--- config.mk ---
export PLATFORM = sky130hd
export DESIGN_NAME = interrupt_vector_request_map
export DESIGN_NICKNAME = d
export VERILOG_FILES = /design/src/rtl/irq_map_pkg.sv /design/src/rtl/interrupt_vector_request_map.sv
export VERILOG_INCLUDE_DIRS = /design/src /design/src/rtl
export SDC_FILE = /design/constraint.sdc
export NUM_CORES = 1
export LEC_CHECK = 0
export ABC_AREA = 0
export BUFFER_PORTS_ARGS = -buffer_cell sky130_fd_sc_hd__buf_2
export CORE_ASPECT_RATIO = 1.2
export CORE_UTILIZATION = 25
export DETAILED_ROUTE_END_ITERATION = 10
export PLACE_DENSITY_LB_ADDON = 0.2
export SYNTH_ARGS = -nofsm -noshare
export SYNTH_HDL_FRONTEND = slang
export SYNTH_SLANG_ARGS = --single-unit
--- constraint.sdc ---
create_clock -name i_clock -period 5.7 [get_ports i_clock]
set_clock_uncertainty 0.05 [all_clocks]
set_input_delay 1.14 -clock i_clock [delete_from_list [all_inputs] [get_ports i_clock]]
set_output_delay 1.14 -clock i_clock [all_outputs]
set_load 0.02 [all_outputs]
--- src/rtl/irq_map_defines.svh ---
// constants for the interrupt vector request map
// assumes inclusion by bare name from the rtl folder
`ifndef IRQ_MAP_DEFINES_SVH
`define IRQ_MAP_DEFINES_SVH

// -----------------------------------------------------------------------------
// vector geometry
// -----------------------------------------------------------------------------
`define VEC_COUNT                     32
`define VEC_IDX_W                     5

// -----------------------------------------------------------------------------
// fixed vector numbers
// -----------------------------------------------------------------------------
`define VEC_RESET                     5'h00
`define VEC_MEMSCAN_NMI               5'h01
`define VEC_VOLTAGE_LEVEL             5'h02
`define VEC_PORT_A                    5'h03
`define VEC_PORT_B                    5'h04
`define VEC_RTC_COUNTER               5'h06
`define VEC_PERIODIC_TIMER            5'h07
`define VEC_TIMER_A_LOW_UNDERFLOW     5'h08
`define VEC_TIMER_A_HIGH_UNDERFLOW    5'h09
`define VEC_TIMER_A_COMPARE0          5'h0a
`define VEC_TIMER_A_COMPARE1          5'h0b
`define VEC_TIMER_A_COMPARE2          5'h0c
`define VEC_TIMER_B                   5'h0d
`define VEC_COMPARATOR                5'h11
`define VEC_ADC_RESULT_READY          5'h14
`define VEC_ADC_WINDOW_COMPARE        5'h15
`define VEC_TWOWIRE_TARGET            5'h18
`define VEC_TWOWIRE_CONTROLLER        5'h19
`define VEC_SERIAL_PERIPH             5'h1a
`define VEC_UART_RECEIVE_COMPLETE     5'h1b
`define VEC_UART_TX_BUFFER_EMPTY      5'h1c
`define VEC_UART_TRANSMIT_COMPLETE    5'h1d
`define VEC_NVM_EEPROM_READY          5'h1e

// -----------------------------------------------------------------------------
// vectors with no source behind them
// -----------------------------------------------------------------------------
`define VEC_SPARE_05                  5'h05
`define VEC_SPARE_0E                  5'h0e
`define VEC_SPARE_0F                  5'h0f
`define VEC_SPARE_10                  5'h10
`define VEC_SPARE_12                  5'h12
`define VEC_SPARE_13                  5'h13
`define VEC_SPARE_16                  5'h16
`define VEC_SPARE_17                  5'h17
`define VEC_SPARE_1F                  5'h1f

// -----------------------------------------------------------------------------
// source bit positions in the flag and enable vectors
// -----------------------------------------------------------------------------
`define SRC_COUNT                     22
`define SRC_MEMSCAN_NMI               0
`define SRC_VOLTAGE_LEVEL             1
`define SRC_PORT_A                    2
`define SRC_PORT_B                    3
`define SRC_RTC_COUNTER               4
`define SRC_PERIODIC_TIMER            5
`define SRC_TIMER_A_LOW_UNDERFLOW     6
`define SRC_TIMER_A_HIGH_UNDERFLOW    7
`define SRC_TIMER_A_COMPARE0          8
`define SRC_TIMER_A_COMPARE1          9
`define SRC_TIMER_A_COMPARE2          10
`define SRC_TIMER_B                   11
`define SRC_COMPARATOR                12
`define SRC_ADC_RESULT_READY          13
`define SRC_ADC_WINDOW_COMPARE        14
`define SRC_TWOWIRE_TARGET            15
`define SRC_TWOWIRE_CONTROLLER        16
`define SRC_SERIAL_PERIPH             17
`define SRC_UART_RECEIVE_COMPLETE     18
`define SRC_UART_TX_BUFFER_EMPTY      19
`define SRC_UART_TRANSMIT_COMPLETE    20
`define SRC_NVM_EEPROM_READY          21

// -----------------------------------------------------------------------------
// reset values
// -----------------------------------------------------------------------------
`define SRC_FLAG_RESET                22'h000000
`define SRC_ENABLE_RESET              22'h000000
`define GLOBAL_ENABLE_RESET           1'b0

`endif

--- src/rtl/irq_map_pkg.sv ---
// types for the interrupt vector request map
// assumes the defines header is compiled alongside
package irq_map_pkg;
	typedef logic [4:0] vec_idx_t;
	typedef logic [21:0] src_vec_t;
	typedef logic [31:0] vec_mask_t;
endpackage

--- src/rtl/interrupt_vector_request_map.sv ---
// interrupt request generation and fixed vector mapping
// assumes one 100 MHz clock; flag sources and enables arrive synchronous to it
//
// Functional notes
// - every vector but reset and the nine spares is driven by exactly one peripheral source
// - a source event sets that source's pending flag
// - each source has an enable bit written by software
// - request asserted only while enable and pending flag are both set
// - request holds until the pending flag is cleared, not a pulse
// - no request except the reset vector unless the global enable is set
// - reset 0, memscan nmi 1, voltage monitor 2, port a 3, port b 4
// - rtc counter at 6, periodic timer at 7
// - timer a underflows at 8 and 9, compares at 10 to 12
// - timer b at 13
// - comparator at 17
// - adc result ready at 20, window compare at 21
// - two-wire target at 24, controller at 25
// - serial peripheral interface at 26
// - uart receive 27, tx empty 28, transmit complete 29
// - nvm eeprom ready at 30
`timescale 1ns/100ps
`include "irq_map_defines.svh"

module interrupt_vector_request_map #(
	parameter int SRC_N = `SRC_COUNT
) (
	input  wire logic             i_clock,
	input  wire logic             i_nrst,
	input  wire logic [SRC_N-1:0] i_src_event,
	input  wire logic [SRC_N-1:0] i_src_flag_clear,
	input  wire logic [SRC_N-1:0] i_src_enable_wdata,
	input  wire logic             i_src_enable_we,
	input  wire logic             i_global_enable,
	input  wire logic             i_reset_request,
	output logic      [SRC_N-1:0] o_source_pending_flag,
	output logic      [SRC_N-1:0] o_source_irq_enable,
	output logic      [31:0]      o_vector_request
);

	// -------------------------------------------------------------------------
	// reset release
	// -------------------------------------------------------------------------
	logic rst_meta_q;
	logic rst_meta_d;
	logic rst_sync_q;
	logic rst_sync_d;
	logic rst_n;

	// only the second stage is read; the first may still be settling
	always_comb begin
		rst_meta_d = 1'b1;
		rst_sync_d = rst_meta_q;
	end

	always_ff @(posedge i_clock or negedge i_nrst) begin
		if (!i_nrst) begin
			rst_meta_q <= 1'b0;
			rst_sync_q <= 1'b0;
		end else begin
			rst_meta_q <= rst_meta_d;
			rst_sync_q <= rst_sync_d;
		end
	end

	assign rst_n = rst_sync_q;

	// -------------------------------------------------------------------------
	// global enable
	// -------------------------------------------------------------------------
	logic global_q;
	logic global_d;

	// global gate sampled
	// one stage keeps the gate registered and glitch-free
	always_comb begin
		global_d = i_global_enable;
	end

	always_ff @(posedge i_clock or negedge rst_n) begin
		if (!rst_n) begin
			global_q <= `GLOBAL_ENABLE_RESET;
		end else begin
			global_q <= global_d;
		end
	end

	// -------------------------------------------------------------------------
	// source cells
	// -------------------------------------------------------------------------
	localparam logic [SRC_N-1:0] FLAG_RESET   = SRC_N'(`SRC_FLAG_RESET);
	localparam logic [SRC_N-1:0] ENABLE_RESET = SRC_N'(`SRC_ENABLE_RESET);

	wire logic [SRC_N-1:0]  pending;
	wire logic [SRC_N-1:0]  enabled;
	wire logic [SRC_N-1:0]  active;
	irq_map_pkg::vec_mask_t req_q;
	irq_map_pkg::vec_mask_t req_d;

	for (genvar k = 0; k < SRC_N; k++) begin : g_source
		irq_source_cell #(
			.FLAG_RESET   (FLAG_RESET[k]),
			.ENABLE_RESET (ENABLE_RESET[k])
		) u_cell (
			.i_clock        (i_clock),
			.i_rst_n        (rst_n),
			.i_event        (i_src_event[k]),
			.i_flag_clear   (i_src_flag_clear[k]),
			.i_enable_wdata (i_src_enable_wdata[k]),
			.i_enable_we    (i_src_enable_we),
			.i_global       (global_q),
			.o_flag         (pending[k]),
			.o_enable       (enabled[k]),
			.o_active       (active[k])
		);
	end

	// -------------------------------------------------------------------------
	// vector map
	// -------------------------------------------------------------------------
	always_comb begin
		req_d = '0;
		req_d[`VEC_SPARE_05]               = 1'b0;
		req_d[`VEC_SPARE_0E]               = 1'b0;
		req_d[`VEC_SPARE_0F]               = 1'b0;
		req_d[`VEC_SPARE_10]               = 1'b0;
		req_d[`VEC_SPARE_12]               = 1'b0;
		req_d[`VEC_SPARE_13]               = 1'b0;
		req_d[`VEC_SPARE_16]               = 1'b0;
		req_d[`VEC_SPARE_17]               = 1'b0;
		req_d[`VEC_SPARE_1F]               = 1'b0;
		req_d[`VEC_RESET]                  = i_reset_request;
		req_d[`VEC_MEMSCAN_NMI]            = active[`SRC_MEMSCAN_NMI];
		req_d[`VEC_VOLTAGE_LEVEL]          = active[`SRC_VOLTAGE_LEVEL];
		req_d[`VEC_PORT_A]                 = active[`SRC_PORT_A];
		req_d[`VEC_PORT_B]                 = active[`SRC_PORT_B];
		req_d[`VEC_RTC_COUNTER]            = active[`SRC_RTC_COUNTER];
		req_d[`VEC_PERIODIC_TIMER]         = active[`SRC_PERIODIC_TIMER];
		req_d[`VEC_TIMER_A_LOW_UNDERFLOW]  = active[`SRC_TIMER_A_LOW_UNDERFLOW];
		req_d[`VEC_TIMER_A_HIGH_UNDERFLOW] = active[`SRC_TIMER_A_HIGH_UNDERFLOW];
		req_d[`VEC_TIMER_A_COMPARE0]       = active[`SRC_TIMER_A_COMPARE0];
		req_d[`VEC_TIMER_A_COMPARE1]       = active[`SRC_TIMER_A_COMPARE1];
		req_d[`VEC_TIMER_A_COMPARE2]       = active[`SRC_TIMER_A_COMPARE2];
		req_d[`VEC_TIMER_B]                = active[`SRC_TIMER_B];
		req_d[`VEC_COMPARATOR]             = active[`SRC_COMPARATOR];
		req_d[`VEC_ADC_RESULT_READY]       = active[`SRC_ADC_RESULT_READY];
		req_d[`VEC_ADC_WINDOW_COMPARE]     = active[`SRC_ADC_WINDOW_COMPARE];
		req_d[`VEC_TWOWIRE_TARGET]         = active[`SRC_TWOWIRE_TARGET];
		req_d[`VEC_TWOWIRE_CONTROLLER]     = active[`SRC_TWOWIRE_CONTROLLER];
		req_d[`VEC_SERIAL_PERIPH]          = active[`SRC_SERIAL_PERIPH];
		req_d[`VEC_UART_RECEIVE_COMPLETE]  = active[`SRC_UART_RECEIVE_COMPLETE];
		req_d[`VEC_UART_TX_BUFFER_EMPTY]   = active[`SRC_UART_TX_BUFFER_EMPTY];
		req_d[`VEC_UART_TRANSMIT_COMPLETE] = active[`SRC_UART_TRANSMIT_COMPLETE];
		req_d[`VEC_NVM_EEPROM_READY]       = active[`SRC_NVM_EEPROM_READY];
	end

	// -------------------------------------------------------------------------
	// registers
	// -------------------------------------------------------------------------
	// at most one source per vector; the nine spares have none
	always_ff @(posedge i_clock or negedge rst_n) begin
		if (!rst_n) begin
			req_q <= '0;
		end else begin
			req_q <= req_d;
		end
	end

	assign o_source_pending_flag = pending;
	assign o_source_irq_enable   = enabled;
	assign o_vector_request      = req_q;

endmodule // interrupt_vector_request_map

// -----------------------------------------------------------------------------
// source cell: pending flag, enable bit and gated request of one source
// -----------------------------------------------------------------------------
module irq_source_cell #(
	parameter logic FLAG_RESET   = 1'b0,
	parameter logic ENABLE_RESET = 1'b0
) (
	input  wire logic i_clock,
	input  wire logic i_rst_n,
	input  wire logic i_event,
	input  wire logic i_flag_clear,
	input  wire logic i_enable_wdata,
	input  wire logic i_enable_we,
	input  wire logic i_global,
	output logic      o_flag,
	output logic      o_enable,
	output logic      o_active
);

	// -------------------------------------------------------------------------
	// pending flag
	// -------------------------------------------------------------------------
	logic flag_q;
	logic flag_d;

	// event sets flag
	// set beats a same-cycle clear so no event is lost
	always_comb begin
		flag_d = (flag_q & ~i_flag_clear) | i_event;
	end

	always_ff @(posedge i_clock or negedge i_rst_n) begin
		if (!i_rst_n) begin
			flag_q <= FLAG_RESET;
		end else begin
			flag_q <= flag_d;
		end
	end

	// -------------------------------------------------------------------------
	// enable bit
	// -------------------------------------------------------------------------
	logic enable_q;
	logic enable_d;

	always_comb begin
		enable_d = i_enable_we ? i_enable_wdata : enable_q;
	end

	always_ff @(posedge i_clock or negedge i_rst_n) begin
		if (!i_rst_n) begin
			enable_q <= ENABLE_RESET;
		end else begin
			enable_q <= enable_d;
		end
	end

	// -------------------------------------------------------------------------
	// request gate
	// -------------------------------------------------------------------------
	// global enable, flag and enable
	assign o_active = i_global & flag_q & enable_q;
	assign o_flag   = flag_q;
	assign o_enable = enable_q;

endmodule // irq_source_cell

==> results of run 1 <==
==> cells by family after synthesis <==
logic type,Yosys count
muxes,22
buffers and inverters,79
and+or+nand+nor,22
other,2
DFF,70
AOI/OAI and AO/OA,22
==> state kept, by name, indices dropped and copies added, names as in the netlist <==
name / count
g_source.u_cell.o_enable: 22
g_source.u_cell.o_flag: 22
global_q: 1
o_vector_request: 23
rst_meta_q: 1
rst_n: 1
==> synth_stat cells <==
| library cell | count | area [um^2] |
|---|---|---|
| conb_1 | 2 | 7.51 |
| a21o_1 | 22 | 165 |
| inv_1 | 22 | 82.6 |
| clkbuf_1 | 2 | 7.51 |
| buf_6 | 2 | 22.5 |
| and3_1 | 22 | 138 |
| mux2_2 | 22 | 248 |
| dfrtp_1 | 70 | 1750 |
| buf_4 | 53 | 398 |
==> power breakdown <==
group / switching [W] / internal (W)
logic: 0.0000864 / 0.0000679
registers: 0.0000318 / 0.000536
clock network: 0.000190 / 0.000324
total: 0.000308 / 0.000928
==> area by class of cell <==
| cell class | instances | area [um^2] |
|---|---|---|
| Multi-Input combinational cell | 76 | 588 |
| Timing Repair Buffer | 137 | 686 |
| Clock buffer | 13 | 270 |
| Fill cell | 1129 | 7430 |
| Clock inverter | 1 | 5.00 |
| Sequential cell | 70 | 1760 |
| Tap cell | 132 | 165 |
| Inverter | 22 | 82.6 |
==> worst max-delay path by stage <==
stage                                         to  slack, ns                   startpoint
finish                    o_source_irq_enable[0]       3.61  g_source[0].u_cell.o_enable
floorplan            g_source[0].u_cell.o_enable       3.56                        rst_n
detailed placement  g_source[18].u_cell.o_enable       3.48              i_src_enable_we
global route              o_source_irq_enable[0]       3.57  g_source[0].u_cell.o_enable
global placement    g_source[19].u_cell.o_enable       3.51              i_src_enable_we
CTS                       o_source_irq_enable[0]       3.58  g_source[0].u_cell.o_enable
==> through the flow <==
stage	instance area (um^2)	total power, W
after floorplan	2850	0.000703
after global placement	3280	0.000732
after detailed placement	3280	0.000734
after CTS	3550	0.00127
after global routing	3550	0.00130
final	3550	0.00124
==> per-layer routing <==
layer  GRT usage, %  vias to the layer above  wire [um]
li1               -                      837          -
met1           10.6                      864       2280
met2           15.2                       85       2540
met3           4.26                        9        496
met4           5.60                        0         97
met5              0                        -          0
==> results.txt, run 1 <==
Status: finished clean
# setup viols final: 0
Slowest cell delay on critical path: 0.40 ns
Gr usage total: 9.62%
Final Max Slew Viols: 0
R2R depth: 1
Synthesis-to-finish area growth: 26.0%
H-tree depth: 3
Clk buf depth: 2
Hold Violations, Final: 0
Setup tns final: 0 ns
Ratio of cells with drive above 1 in the final layout: 54.2%
Initial drt markers: 28
# clock sinks: 70
CP top delay family: flip-flops
Worst-path fanout max: 3
Initial Utilization: 25.7%
Post-synthesis compound-gate area fraction: 5.86%
Syn. warnings: 0
Worst Max-Slew Pin Slew: 0.895 ns
CP Data Required Time: 4.51 ns
Fmax: 479 MHz
Port bufs: 137
Worst Hold Endpoint: rst_n
RSZ-0062 raised after global routing: false
Drt pass-1 iters: 4
Hold Crit Class: flip-flop to flip-flop
Register area share after synthesis: 62.1%
Vias per cell: 3.98
Setup CP Type: flip-flop to primary output
Avg WL per Cell: 12.0 um
Clock Root Buffer: clkbuf_16
Finished Core Util: 32.3%
Peak supply drop: 0.0000942 V
Antenna Nets Post-Route: 0
Initial antenna violation count: 0
Fin crit share: 36.6%
FP Rows: 42
Area of the mapped netlist: 0.00282 mm^2
Gpl congestion: 0.664
Post-route DRC: 0
Synth cell types: 9
Cts hold-fix bufs: 0
Post-CTS sizing: 0
RR Startpoint: global_q
Post CTS Setup Buffer Count: 0
Routed vias: 1795
Core ar.: 0.0110 mm^2
CP arrival: 0.90 ns
Cts bufs inserted: 9
Die H: 118 um
Worst Setup End Kind: primary output
Sum of buffers and inverters on the critical path: 1
Reg clk slew, reported paths: 0.05 ns
Startpoint types: flip-flop
Post-Synth XOR/XNOR Area: 0%
Synth Register Bits: 70
Leak pwr: 2.00 nW
GR Overflow Total: 0
CP Depth: 1
Reg-to-reg endpoint: o_vector_request[29]
R2r setup slk: 4.42 ns
Largest net degree at the start of global routing: 69
Post-Synth Simple-Gate Area: 4.88%
Post-Synth Adder-Cell Area: 0%
Placed cell count: 437
Slew HR: 40.3%
CP Cell Sequence: buf_2
CTS tree: done
Min cycle time layout: 2.09 ns
Mux share of post-synthesis cell area: 8.78%
Worst-Skew Late Latency: 0.32 ns
Final worst slack: 3.61 ns
Global-route wire length before repair: 8.42 mm
Die X-Extent: 99.0 um
Hpwl dp: 3.63 mm
Non-filler cells, final: 451
Nets: 387
Hold path start: rst_meta_q
Total Wirelength: 5.42 mm
Vias in the first global route: 1704
Largest family of logic cells by synthesized area: buffers and inverters
CP max-delay cell: dfrtp_1
Die area: 0.0117 mm^2
Commonest non-fill, non-tap cell in the layout: buf_2
Inserted Diodes: 0
Commonest non-fill, non-tap cells in the layout: buf_2, dfrtp_1
Pwr per Cell Area: 348 mW/mm^2
Boundary Pins: 147
Hold depth: 0
Max-cap check violation count: 0
Pre-CTS WS: 3.48 ns
Cell count after synthesis: 217
WHS: 0.306 ns
Post-Syn Area per Cell: 13.0 um^2
Note: power is estimated with default switching activity, not from simulation.
==> run 2, diff against run 1 <==
Clock period 5.7 ns to 2.1 ns, I/O delays scaled along.
==> run 2 against run 1 <==
Sequential share of layout area is 0.33 points lower; via count is 1.2% higher; critical path type unchanged; worst setup slack worse by 2.9 ns; critical path depth unchanged.
==> results.txt, run 2 (synthesis results as in run 1) <==
Vias per cell: 3.99
Slowest cell delay on critical path: 0.39 ns
Final Max Slew Viols: 0
Antenna Nets Post-Route: 0
Reg-to-reg endpoint: o_vector_request[10]
Slew HR: 49.6%
Worst-path fanout max: 3
Die H: 118 um
Gr usage total: 9.95%
Reg clk slew, reported paths: 0.05 ns
Avg WL per Cell: 12.0 um
Post-route DRC: 0
Flip-flop count of the largest register after layout: 23
CTS tree: done
Startpoint types: flip-flop
Die X-Extent: 99.0 um
Gate power share: 13.7%
Initial antenna violation count: 1
H-tree depth: 3
Boundary Pins: 147
Vias in the first global route: 1753
Placed cell count: 439
Fin crit share: 64.6%
FP Rows: 42
Initial Utilization: 25.7%
RR Startpoint: global_q
Hpwl dp: 3.88 mm
R2R depth: 1
Core ar.: 0.0110 mm^2
RSZ-0062 raised after global routing: false
Largest net degree at the start of global routing: 38
Worst Hold Endpoint: global_q
Hold depth: 1
Die area: 0.0117 mm^2
Hold path start: i_global_enable
CP Cell Sequence: buf_2
NetSw: 0.000833 W
# setup viols final: 0
Port bufs: 137
CP Data Required Time: 1.63 ns
Area after DPL: 0.00330 mm^2
Int Pwr: 0.00246 W
Commonest non-fill, non-tap cells in the layout: buf_2, dfrtp_1
Global-route wire length before repair: 8.68 mm
Commonest non-fill, non-tap cell in the layout: buf_2
CP Depth: 1
Setup tns final: 0 ns
CP max-delay cell: dfrtp_1
Worst-Skew Late Latency: 0.32 ns
Clock Root Buffer: clkbuf_16
Fmax: 737 MHz
CP arrival: 0.89 ns
Nets: 390
Initial drt markers: 16
Switching fraction of total power: 25.3%
Peak supply drop: 0.000326 V
Post-route cell area: 0.00357 mm^2
Leak pwr: 2.01 nW
Clk buf depth: 2
Post-CTS sizing: 0
Clock power share: 40.2%
Worst Max-Slew Pin Slew: 0.756 ns
Status: finished clean
Max-cap check violation count: 0
Sequential share of power: 46.1%
Gpl congestion: 0.704
Cts bufs inserted: 9
Pwr per Cell Area: 921 mW/mm^2
Synthesis-to-finish area growth: 26.6%
Setup crit start: g_source[13].u_cell.o_flag
Ratio of cells with drive above 1 in the final layout: 54.0%
Sum of buffers and inverters on the critical path: 1
Hold Crit Class: input pin to flip-flop
Worst Setup End Kind: primary output
Drt pass-1 iters: 4
Min cycle time layout: 1.36 ns
Total Wirelength: 5.46 mm
R2r setup slk: 0.88 ns
GR Overflow Total: 0
Non-filler cells, final: 455
Routed vias: 1816
Hold Violations, Final: 0
# clock sinks: 70
Setup CP Type: flip-flop to primary output
CP top delay family: flip-flops
-- run 2: worst max path at each step --
stage | end | slack (ns)
after global routing | o_source_irq_enable[7] | 0.70
after CTS | o_source_pending_flag[13] | 0.72
after floorplan | g_source[0].u_cell.o_enable | 0.86
final | o_source_pending_flag[13] | 0.74
after detailed placement | g_source[10].u_cell.o_enable | 0.60
after global placement | g_source[18].u_cell.o_enable | 0.61
-- run 2: layout make-up --
cell class                 instances  area (um^2)
antenna                            1         2.50
timing repair buffer             140          723
tap                              132          165
clock inverter                     2         10.0
inverter                          22         82.6
sequential                        70         1750
fill                            1138         7410
clock buffer                      12          246
multi-input combinational         76          588
-- run 2: power groups by stage --
stage | logic, W | clock network [W] | registers (W)
2_1_floorplan | 0.000330 | 0 | 0.00158
4_1_cts | 0.000460 | 0.00138 | 0.00152
5_1_grt | 0.000488 | 0.00144 | 0.00153
6_report | 0.000451 | 0.00132 | 0.00152
3_3_place_gp | 0.000454 | 0 | 0.00154
3_5_place_dp | 0.000458 | 0 | 0.00154
-- run 2: metal layers --
layer,part of all wire [%],track usage (%)
met1,41,11.0
met2,47,15.5
met3,9.9,4.49
met4,2.1,6.16
met5,0,0
-- run 2: per-stage QoR --
stage	worst slack, ns	util (%)	hold slack, ns	total power (W)
global route	0.704	32.5	0.142	0.00346
detailed placement	0.598	30.1	0.161	0.00200
global placement	0.614	30.1	0.157	0.00199
floorplan	0.855	-	0.0744	0.00191
CTS	0.720	32.5	0.135	0.00336
finish	0.744	32.5	0.152	0.00329
-- run 2: timing repair --
item / CTS / global route
setup buffers: 0 / 0
setup endpoints to repair: 0 / 0
endpoints found under the hold margin: 2 / 0
hold buffers: 1 / 0
==> run 3, diff against run 2 <==
Settings changed: ABC_AREA 0 to 1.
Clock period 2.1 ns to 1.3 ns, I/O delays scaled along.
==> run 3 against run 2 <==
Sequential cell count unchanged; critical path type unchanged; largest cell class unchanged; highest routed layer is now met5; core utilization increased by 0.77 points; power increased by 72%; count of clock-buffer cells in the layout decreased by 1; sequential share of layout area decreased by 3.9 points; combinational power increased by 65%; critical path depth unchanged; area after synthesis increased by 7.6%; via count increased by 25%; critical endpoint is now o_source_pending_flag[7].
==> results.txt, run 3 <==
Async S/R FF share, synth: 100%
CP Cell Sequence: buf_2
Clock power share: 43.9%
Gpl congestion: 0.648
Sequential share of power: 42.9%
CP max-delay cell: dfrtp_1
Sequential Area: 0.00176 mm^2
Synth Register Bits: 70
Non-filler cells, final: 618
Final Max Slew Viols: 0
Setup CP Type: flip-flop to primary output
Hpwl dp: 4.60 mm
NetSw: 0.00148 W
Initial antenna violation count: 1
Post-route DRC: 0
Reg clk slew, reported paths: 0.06 ns
Inserted Diodes: 0
Wl on met1: 2.82 mm
Initial drt markers: 65
H-tree depth: 3
Post CTS Setup Buffer Count: 0
Final-layout fill cell count: 1294
Post-CTS sizing: 0
Cts bufs inserted: 9
Area taken by multi-input logic gates: 616 um^2
Slowest cell delay on critical path: 0.41 ns
Max layer used: met5
Ratio of cells with drive above 1 in the final layout: 34.5%
Hold depth: 3
Hold Violations, Final: 0
# clock sinks: 70
Avg WL per Cell: 10.5 um
Setup tns final: 0 ns
Synthesis-to-finish area growth: 28.1%
Int Pwr: 0.00419 W
Worst-Skew Late Latency: 0.33 ns
Die X-Extent: 103 um
Worst Setup End Kind: primary output
Commonest non-fill, non-tap cells in the layout: buf_2, nand2_1, dfrtp_1, inv_1, nor2_1
Vias per cell: 3.66
Switching fraction of total power: 26.1%
Yosys top cell area share: 57.7%
Core ar.: 0.0117 mm^2
Reg-to-reg endpoint: o_vector_request[7]
Routed vias: 2264
Placed cell count: 599
Total Wirelength: 6.46 mm
Pwr per Cell Area: 1460 mW/mm^2
Global-route wire length before repair: 10.0 mm
Port bufs: 137
EDFF count, synth: 0
Hold path start: i_src_event[17]
WHS: 0.0588 ns
Clk buf depth: 2
Clock Root Buffer: clkbuf_16
Worst Hold Endpoint: g_source[17].u_cell.o_flag
Syn. warnings: 0
Post-Syn Area per Cell: 8.62 um^2
Commonest non-fill, non-tap cell in the layout: buf_2
Min cycle time layout: 1.22 ns
Register area share after synthesis: 57.7%
Top post-synthesis cells by count: nand2_1, dfrtp_1, inv_1
Antenna Nets Post-Route: 0
Largest net degree at the start of global routing: 69
Most common flop cell mapped by yosys: dfrtp_1
Die H: 123 um
Pwr Total: 0.00567 W
R2r setup slk: 0.44 ns
Leak pwr: 2.39 nW
GR Overflow Total: 0
Status: finished clean
Sum of buffers and inverters on the critical path: 1
CP Data Required Time: 0.99 ns
Boundary Pins: 147
Routed wl met3: 486 um
Met2 Routed Length: 2.97 mm
Cell count after synthesis: 352
Worst-path fanout max: 3
Flip-flop count of the largest register after layout: 23
Synth cell types: 9
Count leader, synth: nand2_1
Die area: 0.0126 mm^2
RSZ-0062 raised after global routing: false
CTS tree: done
CP arrival: 0.91 ns
FP Rows: 43
Initial Utilization: 26.0%
Area of the mapped netlist: 0.00303 mm^2
Fin crit share: 93.9%
Yosys top cell by area: dfrtp_1
Gr usage total: 10.8%
Fmax: 819 MHz
CP top delay family: flip-flops
Vias in the first global route: 2136
Gate power share: 13.2%
Area contributors post-synth: dfrtp_1, nand2_1, buf_4
R2R depth: 3
CP Depth: 1
Startpoint types: flip-flop
Nets: 527
# setup viols final: 0
Max-cap check violation count: 0
Hold Crit Class: input pin to flip-flop
RR Startpoint: global_q
Finished Core Util: 33.3%
Cts hold-fix bufs: 3
Drt pass-1 iters: 4
Peak supply drop: 0.000587 V
[run 3: cell type report]
class | count | share of cell area (%)
clock buffers | 11 | 6.50
clock inverters | 5 | 1.45
inverters | 67 | 6.47
multi-input cells | 164 | 15.8
flip-flops and latches | 70 | 45.2
well taps | 157 | 5.05
repair buffers | 144 | 19.5
[run 3: stage by stage]
| step | area (um^2) | setup WS, ns |
|---|---|---|
| global placement | 3550 | 0.284 |
| CTS | 3890 | 0.0509 |
| finish | 3890 | 0.0790 |
| floorplan | 3070 | 0.0554 |
| global route | 3890 | 0.0443 |
| detailed placement | 3550 | 0.263 |
[run 3: how the worst max path moves through the flow]
stage,to,slack [ns],start
2_1_floorplan,g_source[0].u_cell.o_enable,0.06,rst_n
3_3_place_gp,g_source[17].u_cell.o_enable,0.28,i_src_enable_we
3_5_place_dp,g_source[21].u_cell.o_enable,0.26,i_src_enable_we
4_1_cts,o_source_pending_flag[5],0.05,g_source[5].u_cell.o_flag
5_1_grt,o_source_pending_flag[7],0.04,g_source[7].u_cell.o_flag
6_report,o_source_pending_flag[7],0.08,g_source[7].u_cell.o_flag
[run 3: power by group through the flow]
| stage | sequential [W] | combinational, W | clock (W) |
|---|---|---|---|
| after floorplan | 0.00253 | 0.000536 | 0 |
| after global placement | 0.00247 | 0.000746 | 0 |
| after detailed placement | 0.00247 | 0.000757 | 0 |
| after CTS | 0.00244 | 0.000766 | 0.00259 |
| after global routing | 0.00245 | 0.000843 | 0.00267 |
| final | 0.00243 | 0.000746 | 0.00249 |
[run 3: routing by layer]
| metal | track usage, % | vias up |
|---|---|---|
| met5 | 0 | - |
| met4 | 6.96 | 2 |
| met3 | 2.85 | 15 |
| met2 | 17.1 | 97 |
| met1 | 12.9 | 1010 |
| li1 | - | 1140 |
[run 3: cells by family after synthesis]
family | synth area share, %
flops | 57.7
other cells | 0.248
buf+inv | 23.0
simple gates | 19.1
